## src/pkg/regport_pkg.sv

```systemverilog
package regport_pkg;
  localparam logic [6:0] slave_addr = 7'h60;
  localparam logic [4:0] master_code_top = 5'h01;
  localparam logic [7:0] reg_level_low = 8'h00;
  localparam logic [7:0] reg_level_high = 8'h01;
  localparam logic [7:0] reg_control = 8'h02;
  localparam logic [7:0] reg_vendor = 8'h03;
  localparam logic [7:0] reg_revision = 8'h04;
  localparam logic [7:0] reg_status = 8'h05;
  localparam logic [7:0] level_low_default = 8'h00;
  localparam logic [7:0] level_high_default = 8'h80;
  localparam logic [7:0] control_default = 8'h00;
  localparam logic [7:0] control_write_mask = 8'hf0;
  localparam int reset_bit = 2;
  localparam int enable_bit = 7;
  localparam int good_bit = 7;
  localparam int data_width = 8;
  localparam int fifo_depth = 16;
  localparam logic [2:0] last_bit = 3'h7;
  typedef enum {st_idle, st_addr, st_addr_ack, st_reg, st_reg_ack,
    st_wdata, st_wdata_ack, st_rdata, st_rdata_ack, st_ignore} state_t;
endpackage

```

## src/hw/byte_fifo.sv

```systemverilog
`timescale 1ns/1ps
module byte_fifo #(
  parameter int width = 8,
  parameter int depth = 16
) (
  input wire logic core_clk_i,
  input wire logic rst_b_i,
  input wire logic flush_i,
  input wire logic in_valid_i,
  output logic in_ready_o,
  input wire logic [width-1:0] in_data_i,
  output logic out_valid_o,
  input wire logic out_ready_i,
  output logic [width-1:0] out_data_o
);
  localparam int aw = $clog2(depth);
  logic [width-1:0] mem [depth];
  logic [aw:0] wr_ptr;
  logic [aw:0] rd_ptr;
  logic [aw:0] next_wr_ptr;
  logic [aw:0] next_rd_ptr;
  logic push;
  logic pop;

  always_comb
  begin
    in_ready_o = (wr_ptr - rd_ptr) != (aw+1)'(depth);
    out_valid_o = wr_ptr != rd_ptr;
    out_data_o = mem[rd_ptr[aw-1:0]];
    push = in_valid_i && in_ready_o;
    pop = out_valid_o && out_ready_i;
    next_wr_ptr = flush_i ? '0 : wr_ptr + (aw+1)'(push);
    next_rd_ptr = flush_i ? '0 : rd_ptr + (aw+1)'(pop);
  end

  always_ff @(posedge core_clk_i)
  begin
    if (!rst_b_i)
    begin
      wr_ptr <= '0;
      rd_ptr <= '0;
    end
    else
    begin
      wr_ptr <= next_wr_ptr;
      rd_ptr <= next_rd_ptr;
    end
    if (push)
      mem[wr_ptr[aw-1:0]] <= in_data_i;
  end
endmodule

```

## src/hw/regulator_i2c_register_port.sv

```systemverilog
`timescale 1ns/1ps
// Contract
// - scl only sampled; sda only pulled low, never driven high
// - sda pulled low only for read data bits and acknowledge
// - every byte moves msb first, bit seven leading
// - answer only to address 1100000 plus direction bit
// - sample sda on scl rise, change sda while scl low
// - bus idles with sda and scl high around transactions
// - sda fall with scl high starts a transfer
// - sda rise with scl high stops, port returns idle
// - read: register address, repeated start, address with read bit
// - master code byte is never acknowledged
// - repeated start after master code enters high speed
// - high speed lasts until stop; packets split by repeated start
// - acknowledge pulls sda low in ninth clock; nack leaves it high
// - register 00 setting for select low, 01 for select high
// - register 02 holds discharge enable and rising slew rate
// - registers 03 and 04 read-only identification
// - enable low holds defaults and silences the bus
// - reset bit restores defaults and reads zero
// - status top bit set when enabled, soft-start done and bit 7 of the selected level register set
module regulator_i2c_register_port
  import regport_pkg::*;
#(
  parameter logic [7:0] vendor_ident = 8'h5a, // arbitrary value
  parameter logic [7:0] revision_ident = 8'h03 // arbitrary value
) (
  input wire logic core_clk_i,
  input wire logic rst_b_i,
  input wire logic enable_pin_i,
  input wire logic level_select_pin_i,
  input wire logic soft_start_done_i,
  input wire logic scl_i,
  input wire logic sda_i,
  output logic sda_o,
  output logic sda_oe_o,
  output logic [7:0] active_setting_o,
  output logic discharge_enable_o,
  output logic [2:0] slew_rate_o,
  output logic high_speed_o,
  output logic write_valid_o,
  output logic [7:0] write_data_o
);
  logic [1:0] scl_sync, sda_sync, en_sync, sel_sync;
  logic scl_d, sda_d;
  state_t state, next_state;
  logic [7:0] shift, next_shift;
  logic [2:0] bit_cnt, next_bit_cnt;
  logic [7:0] reg_ptr, next_reg_ptr;
  logic [7:0] level_low, level_high, control;
  logic [7:0] next_level_low, next_level_high, next_control;
  logic hs_mode, next_hs_mode, hs_pending, next_hs_pending;
  logic skip_fall, next_skip_fall;
  logic next_sda_oe, next_write_valid;
  logic [7:0] next_setting, next_write_data;
  logic scl_rise, scl_fall, start_seen, stop_seen, en_ok;
  logic fifo_valid, fifo_ready, fifo_in_valid;
  logic [7:0] fifo_out, read_value, status_value;
  logic [7:0] write_ptr_q;
  logic [7:0] ptr_queue [fifo_depth];
  logic [3:0] pq_wr, pq_rd;

  // only the second stage of each synchroniser feeds logic
  always_ff @(posedge core_clk_i)
  begin
    if (!rst_b_i)
    begin
      scl_sync <= 2'h3;
      sda_sync <= 2'h3;
      en_sync <= 2'h0;
      sel_sync <= 2'h0;
      scl_d <= 1'b1;
      sda_d <= 1'b1;
    end
    else
    begin
      scl_sync <= {scl_sync[0], scl_i};
      sda_sync <= {sda_sync[0], sda_i};
      en_sync <= {en_sync[0], enable_pin_i};
      sel_sync <= {sel_sync[0], level_select_pin_i};
      scl_d <= scl_sync[1];
      sda_d <= sda_sync[1];
    end
  end

  always_comb
  begin
    en_ok = en_sync[1];
    scl_rise = scl_sync[1] && !scl_d;
    scl_fall = !scl_sync[1] && scl_d;
    start_seen = scl_sync[1] && scl_d && sda_d && !sda_sync[1];
    stop_seen = scl_sync[1] && scl_d && !sda_d && sda_sync[1];
    status_value = 8'h00;
    status_value[good_bit] = en_ok && soft_start_done_i &&
      (sel_sync[1] ? level_high[enable_bit]
                   : level_low[enable_bit]);
    case (reg_ptr)
      reg_level_low: read_value = level_low;
      reg_level_high: read_value = level_high;
      reg_control: read_value = control & control_write_mask;
      reg_vendor: read_value = vendor_ident;
      reg_revision: read_value = revision_ident;
      reg_status: read_value = status_value;
      default: read_value = 8'h00;
    endcase
  end

  // written bytes queue here so register updates can lag the bus
  assign fifo_in_valid = (state == st_wdata) && scl_fall &&
    (bit_cnt == 3'h0) && en_ok;

  byte_fifo #(.width(data_width), .depth(fifo_depth)) u_byte_fifo (
    .core_clk_i(core_clk_i),
    .rst_b_i(rst_b_i),
    .flush_i(!en_ok),
    .in_valid_i(fifo_in_valid),
    .in_ready_o(fifo_ready),
    .in_data_i(shift),
    .out_valid_o(fifo_valid),
    .out_ready_i(1'b1),
    .out_data_o(fifo_out)
  );

  always_comb
  begin
    next_state = state;
    next_shift = shift;
    next_bit_cnt = bit_cnt;
    next_reg_ptr = reg_ptr;
    next_hs_mode = hs_mode;
    next_hs_pending = hs_pending;
    next_sda_oe = sda_oe_o;
    next_skip_fall = skip_fall;
    if (!en_ok || stop_seen)
    begin
      next_state = st_idle;
      next_sda_oe = 1'b0;
      next_hs_mode = 1'b0;
      next_hs_pending = 1'b0;
      next_skip_fall = 1'b0;
    end
    else if (start_seen)
    begin
      next_state = st_addr;
      next_bit_cnt = last_bit;
      next_sda_oe = 1'b0;
      next_skip_fall = 1'b1;
      if (hs_pending)
      begin
        next_hs_mode = 1'b1;
        next_hs_pending = 1'b0;
      end
    end
    else if (skip_fall && scl_fall)
      next_skip_fall = 1'b0; // the start's own scl fall carries no bit
    else
    begin
      if (scl_rise)
        next_shift = {shift[6:0], sda_sync[1]};
      case (state)
        st_idle, st_ignore:
          next_sda_oe = 1'b0;
        st_addr, st_reg, st_wdata:
          if (scl_fall && bit_cnt == 3'h0)
          begin
            next_state = state_t'(state + 1);
            if (state == st_addr)
            begin
              if (shift[7:1] == slave_addr)
                next_sda_oe = 1'b1;
              else
              begin
                next_sda_oe = 1'b0;
                next_state = st_ignore;
                if (shift[7:3] == master_code_top)
                  next_hs_pending = 1'b1;
              end
            end
            else if (state == st_reg)
            begin
              next_reg_ptr = shift;
              next_sda_oe = 1'b1;
            end
            else
              next_sda_oe = fifo_ready; // full queue answers nack
          end
          else if (scl_fall)
            next_bit_cnt = bit_cnt - 3'h1;
        st_addr_ack, st_reg_ack, st_wdata_ack:
          if (scl_fall)
          begin
            next_bit_cnt = last_bit;
            next_sda_oe = 1'b0;
            if (state == st_addr_ack && shift[1]) // ack bit sits below r/w
            begin
              next_state = st_rdata;
              next_sda_oe = !read_value[last_bit];
            end
            else if (state == st_addr_ack)
              next_state = st_reg;
            else
              next_state = st_wdata;
            if (state == st_wdata_ack)
              next_reg_ptr = reg_ptr + 8'h01;
          end
        st_rdata:
          if (scl_fall && bit_cnt == 3'h0)
          begin
            next_state = st_rdata_ack;
            next_sda_oe = 1'b0;
            next_reg_ptr = reg_ptr + 8'h01;
          end
          else if (scl_fall)
          begin
            next_bit_cnt = bit_cnt - 3'h1;
            next_sda_oe = !read_value[bit_cnt - 3'h1];
          end
        st_rdata_ack:
          if (scl_rise && sda_sync[1])
            next_state = st_ignore;
          else if (scl_fall)
          begin
            next_sda_oe = !read_value[last_bit];
            next_bit_cnt = last_bit;
            next_state = st_rdata;
          end
        default:
          next_state = st_idle;
      endcase
    end
  end

  // a fetch of the next read byte uses the bumped pointer after one cycle
  always_comb
  begin
    next_level_low = level_low;
    next_level_high = level_high;
    next_control = control;
    next_write_valid = 1'b0;
    next_write_data = write_data_o;
    if (!en_ok)
    begin
      next_level_low = level_low_default;
      next_level_high = level_high_default;
      next_control = control_default;
    end
    else if (fifo_valid)
    begin
      next_write_valid = 1'b1;
      next_write_data = fifo_out;
      case (write_ptr_q)
        reg_level_low: next_level_low = fifo_out;
        reg_level_high: next_level_high = fifo_out;
        reg_control:
          if (fifo_out[reset_bit])
          begin
            next_level_low = level_low_default;
            next_level_high = level_high_default;
            next_control = control_default;
          end
          else
            next_control = fifo_out & control_write_mask;
        default: ;
      endcase
    end
    next_setting = sel_sync[1] ? next_level_high : next_level_low;
  end

  // the queue holds data only; the target travels with each push
  always_ff @(posedge core_clk_i)
  begin
    if (!rst_b_i || !en_ok)
    begin
      pq_wr <= 4'h0;
      pq_rd <= 4'h0;
    end
    else
    begin
      if (fifo_in_valid && fifo_ready)
        pq_wr <= pq_wr + 4'h1;
      if (fifo_valid)
        pq_rd <= pq_rd + 4'h1;
    end
    if (fifo_in_valid && fifo_ready)
      ptr_queue[pq_wr] <= reg_ptr;
  end
  assign write_ptr_q = ptr_queue[pq_rd];

  always_ff @(posedge core_clk_i)
  begin
    if (!rst_b_i)
    begin
      state <= st_idle;
      shift <= 8'h00;
      bit_cnt <= 3'h0;
      reg_ptr <= 8'h00;
      hs_mode <= 1'b0;
      hs_pending <= 1'b0;
      skip_fall <= 1'b0;
      sda_oe_o <= 1'b0;
      level_low <= level_low_default;
      level_high <= level_high_default;
      control <= control_default;
      active_setting_o <= level_low_default;
      discharge_enable_o <= 1'b0;
      slew_rate_o <= 3'h0;
      high_speed_o <= 1'b0;
      write_valid_o <= 1'b0;
      write_data_o <= 8'h00;
    end
    else
    begin
      state <= next_state;
      shift <= next_shift;
      bit_cnt <= next_bit_cnt;
      reg_ptr <= next_reg_ptr;
      hs_mode <= next_hs_mode;
      hs_pending <= next_hs_pending;
      skip_fall <= next_skip_fall;
      sda_oe_o <= next_sda_oe;
      level_low <= next_level_low;
      level_high <= next_level_high;
      control <= next_control;
      active_setting_o <= next_setting;
      discharge_enable_o <= next_control[7];
      slew_rate_o <= next_control[6:4];
      high_speed_o <= next_hs_mode;
      write_valid_o <= next_write_valid;
      write_data_o <= next_write_data;
    end
  end

  assign sda_o = 1'b0;

  chk_ack_needs_address: assert property (@(posedge core_clk_i)
    disable iff (!rst_b_i)
    (state == st_addr && next_state == st_addr_ack) |->
      shift[7:1] == slave_addr) else $error("ack to foreign address");
  chk_nack_master_code: assert property (@(posedge core_clk_i)
    disable iff (!rst_b_i)
    (state == st_ignore) |-> !sda_oe_o) else $error("sda pulled in ignore");
  chk_stop_idles: assert property (@(posedge core_clk_i)
    disable iff (!rst_b_i)
    (en_ok && stop_seen) |=> state == st_idle && !high_speed_o)
    else $error("stop did not idle");
  chk_disable_defaults: assert property (@(posedge core_clk_i)
    disable iff (!rst_b_i)
    !en_ok |=> level_low == level_low_default && !sda_oe_o)
    else $error("registers not default");
  chk_reset_bit_zero: assert property (@(posedge core_clk_i)
    disable iff (!rst_b_i)
    control[reset_bit] == 1'b0) else $error("reset bit stored");
  chk_sda_change_low: assert property (@(posedge core_clk_i)
    disable iff (!rst_b_i)
    $changed(sda_oe_o) && en_ok |-> !scl_d || $past(start_seen || stop_seen))
    else $error("sda moved with scl high");
  chk_hs_entry: assert property (@(posedge core_clk_i)
    disable iff (!rst_b_i)
    (en_ok && start_seen && hs_pending && !stop_seen) |=> ##1 high_speed_o)
    else $error("high speed not entered");
  chk_status_good: assert property (@(posedge core_clk_i)
    disable iff (!rst_b_i)
    status_value[good_bit] |-> en_ok && soft_start_done_i)
    else $error("status good without enable");
endmodule

```

## config.mk

```make
export PLATFORM = sky130hd
export DESIGN_NAME = regulator_i2c_register_port
export DESIGN_NICKNAME = d
export VERILOG_FILES = /design/src/pkg/regport_pkg.sv /design/src/hw/byte_fifo.sv /design/src/hw/regulator_i2c_register_port.sv
export SDC_FILE = /design/constraint.sdc
export NUM_CORES = 1
export LEC_CHECK = 0
export BUFFER_PORTS_ARGS = -buffer_cell sky130_fd_sc_hd__buf_2
export CAP_MARGIN = 5
export CORE_UTILIZATION = 56
export DETAILED_ROUTE_END_ITERATION = 10
export PLACE_DENSITY = 0.79
export SYNTH_ARGS = -nofsm -noshare
export SYNTH_HDL_FRONTEND = slang
export SYNTH_SLANG_ARGS = --single-unit
export TNS_END_PERCENT = 1
```

## constraint.sdc

```tcl
create_clock -name core_clk_i -period 3.6 [get_ports core_clk_i]
set_clock_uncertainty 0.15 [all_clocks]
set_input_delay 0.18 -clock core_clk_i [delete_from_list [all_inputs] [get_ports core_clk_i]]
set_output_delay 0.18 -clock core_clk_i [all_outputs]
set_load 0.005 [all_outputs]
```

==> flow_metrics.env <==
export IMPL_floorplan_initialDensity=0.572
export IMPL_root_buffer="clkbuf_16"
export IMPL_grt_pass1_wl_mm=52.7
export IMPL_syn_cell_area_um2=15500
export IMPL_final_common_cell="edfxtp_1"
export IMPL_ys_warnings_count=0
export IMPL_min_path_cells=1
export IMPL_startpoint_type="flop"
export IMPL_wire_per_inst_um=21.4
export IMPL_worst_r2r_path_depth=10
export IMPL_finalCritPeriodShare=0.945
export IMPL_ir_drop_mv=0.413
export IMPL_dpl_cell_area_um2=16100
export IMPL_grt_usage=0.245
export IMPL_clkLatencyLatePin_ns=0.54
export IMPL_vias=9762
export IMPL_rows=60
export IMPL_cp_startpoint="u_byte_fifo.wr_ptr[1]$_SDFF_PN0_"
export IMPL_drive_above_1_share=0.166
export IMPL_setup_tns_ns=0
export IMPL_syn_nets=1168
export IMPL_ys_async_sr_fraction=0
export IMPL_max_slew_margin=0.365
export IMPL_worst_slew_pin_transition_ns=0.951
export IMPL_finalSetupViolations=0
export IMPL_end_kind="flop"
export IMPL_seq_area_frac_synth=0.658
export IMPL_hold_path_class="reg -> reg"
export IMPL_core_um2=27000
export IMPL_grt_pass1_vias=9480
export IMPL_synthFlopType="edfxtp_1"
export IMPL_final_area_um2=17500
export IMPL_min_delay_worst_endpoint="sda_sync[1]$_SDFF_PN1_"
export IMPL_outcome="complete, no violations"
export IMPL_min_period_ns=3.40
export IMPL_cts_made_buffers=38
export IMPL_grt_start_max_net_pins=35
export IMPL_vias_per_cell=6.21
export IMPL_arrival_ns=3.41
export IMPL_dr_pass1_iters=5
export IMPL_clockBufferDepth=3
export IMPL_synth_edf_count=256
export IMPL_dp_cells=1492
export IMPL_syn_avg_cell_area_um2=13.6
export IMPL_leakagePower_nw=5.93
export IMPL_rr_endpoint="u_byte_fifo.mem[8][4]$_DFFE_PP_"
export IMPL_synthCells=1138
export IMPL_antenna_found_initial=0
export IMPL_h_tree_depth=2
export IMPL_power_density_nw_per_um2=496
export IMPL_synth_seq_cells=380
export IMPL_max_freq_mhz=294
export IMPL_synthToLayoutAreaGrowth_pct=13.1
export IMPL_dp_hpwl_mm=21.7
export IMPL_cts_sinks=380
export IMPL_yosysUniqueCellTypes=75
export IMPL_crit_type="reg -> reg"
export IMPL_crit_fanout=8
export IMPL_drv_slew=0
export IMPL_dieArea_um2=28300
export IMPL_hold_viol=0
export IMPL_drtIter0Drc=992
export IMPL_cts_tree="yes"
export IMPL_holdWs_ns=0.256
export IMPL_port_buffers=29
export IMPL_diodes=0
export IMPL_place_congestion=0.909
export IMPL_rsz0062_at_grt="yes"
export IMPL_crit_required_ns=3.61
export IMPL_rrSetupSlack_ns=0.20
export IMPL_layout_common_cells="edfxtp_1, nor2_1, dfxtp_1"
export IMPL_die_w_um=168
export IMPL_ant_nets=0
export IMPL_final_util=0.647
export IMPL_grt_overflow=0
export IMPL_nets=1230
export IMPL_drc_errors=0
export IMPL_drt_total_wl_mm=33.7
export IMPL_die_y_um=168
export IMPL_cap_violations=0
export IMPL_clk_pin_slew_ns=0.06
export IMPL_final_cells=1571
export IMPL_reg2reg_from="u_byte_fifo.wr_ptr[1]$_SDFF_PN0_"
export IMPL_min_from="sda_sync[0]$_SDFF_PN1_"
export IMPL_boundaryPins=31
## flip-flops by register name (all words and copies together) (netlist names), 2 cells and up, named ones only
name and cells:
scl_sync 2, slew_rate_o 2, en_sync 2, sel_sync 2, write_data_o 8, reg_ptr 8
u_byte_fifo.wr_ptr 5, active_setting_o 8, shift 8, sda_sync 2, bit_cnt 3, level_high 8
ptr_queue 128, pq_rd 4, u_byte_fifo.mem 128, u_byte_fifo.rd_ptr 5, pq_wr 4, level_low 8
state 32
## worst max-delay path, stage by stage, from the launching register on
cell	delay [ns]
dfxtp_1	0.43
ha_1	0.28
nor2b_1	0.13
o21a_1	0.18
o211ai_1	0.17
a211oi_1	0.16
nor4_2	0.37
buf_4	0.21
nor2b_1	0.18
nand2_1	0.14
nor2_1	0.63
## through the flow
stage	power, mW	setup slack [ns]
6_report	8.67	0.198
5_1_grt	8.90	-0.0186
4_1_cts	8.72	0.0856
3_5_place_dp	4.75	0.139
3_3_place_gp	4.75	0.243
2_1_floorplan	4.74	-0.0188
## report_power, final
part / internal [mW] / switching (mW)
clock network: 2.38 / 1.62
registers: 4.61 / 0.00634
logic: 0.0220 / 0.0332
total: 7.01 / 1.66
## layer usage
layer	wire length [um]	global-route usage	vias up	part of all wire
met2	16000	0.397	426	0.48
met4	907	0.0743	0	0.027
met5	0	0	-	0
met1	13700	0.329	4818	0.41
met3	3100	0.0599	65	0.092
li1	-	-	4453	-
## how the worst max path moves through the flow
stage	end
detailed placement	ptr_queue[3][4]$_DFFE_PP_
global placement	ptr_queue[3][7]$_DFFE_PP_
finish	u_byte_fifo.mem[8][4]$_DFFE_PP_
CTS	ptr_queue[3][2]$_DFFE_PP_
floorplan	u_byte_fifo.mem[3][0]$_DFFE_PP_
global route	u_byte_fifo.mem[8][4]$_DFFE_PP_
## cells by family after synthesis
| logic type | Yosys count | share of synthesized area |
|---|---|---|
| buffers and inverters | 84 | 0.0243 |
| DFF | 380 | 0.658 |
| other | 1 | 0.000243 |
| muxes | 68 | 0.0809 |
| xor gates and xnor gates | 17 | 0.00963 |
| and+or+nand+nor | 390 | 0.131 |
| adders and majority gates | 23 | 0.0186 |
| AOI/OAI and AO/OA | 175 | 0.0768 |
## cell usage after synthesis (5+ instances only)
master | count | area (um2)
mux4_2 | 44 | 991
xnor2_1 | 7 | 61.3
o211ai_1 | 9 | 67.6
nand2b_1 | 20 | 125
nand2_1 | 57 | 214
nand3_1 | 31 | 155
nor4_1 | 21 | 131
edfxtp_1 | 256 | 7690
ha_1 | 23 | 288
o21a_1 | 8 | 60.1
nor2b_1 | 9 | 56.3
o21ai_0 | 17 | 85.1
a22o_1 | 7 | 61.3
o21ai_1 | 6 | 30.0
inv_1 | 23 | 86.3
nor2_1 | 137 | 514
dfxtp_1 | 124 | 2480
a22oi_1 | 16 | 120
buf_2 | 14 | 70.1
mux2i_1 | 21 | 210
and2_1 | 17 | 106
o2bb2ai_1 | 8 | 70.1
and3_1 | 15 | 93.8
nand4_1 | 9 | 56.3
a211oi_1 | 8 | 60.1
xor2_1 | 10 | 87.6
nor3b_1 | 8 | 60.1
o22ai_1 | 8 | 50.1
a41oi_1 | 5 | 43.8
a21oi_1 | 41 | 205
clkbuf_1 | 38 | 143
a31oi_1 | 14 | 87.6
and4_1 | 6 | 52.6
nor3_1 | 31 | 155
## area by class of cell
cell class / count / area [um2]
multi-input cells: 674 / 4930
flip-flops and latches: 380 / 10200
inverters: 24 / 90.1
fillers: 1883 / 9540
clock inverters: 18 / 191
clock buffers: 52 / 1100
well taps: 341 / 427
repair buffers: 82 / 566
## what timing repair did
action | in CTS | in global routing
hold buffers | 9 | 0
buffers inserted | 0 | 0
hold endpoints to repair | 14 | 0
setup endpoints to repair | 0 | 47
gates resized for setup | 0 | 5
No activity file was read; power rests on OpenSTA's default activity.
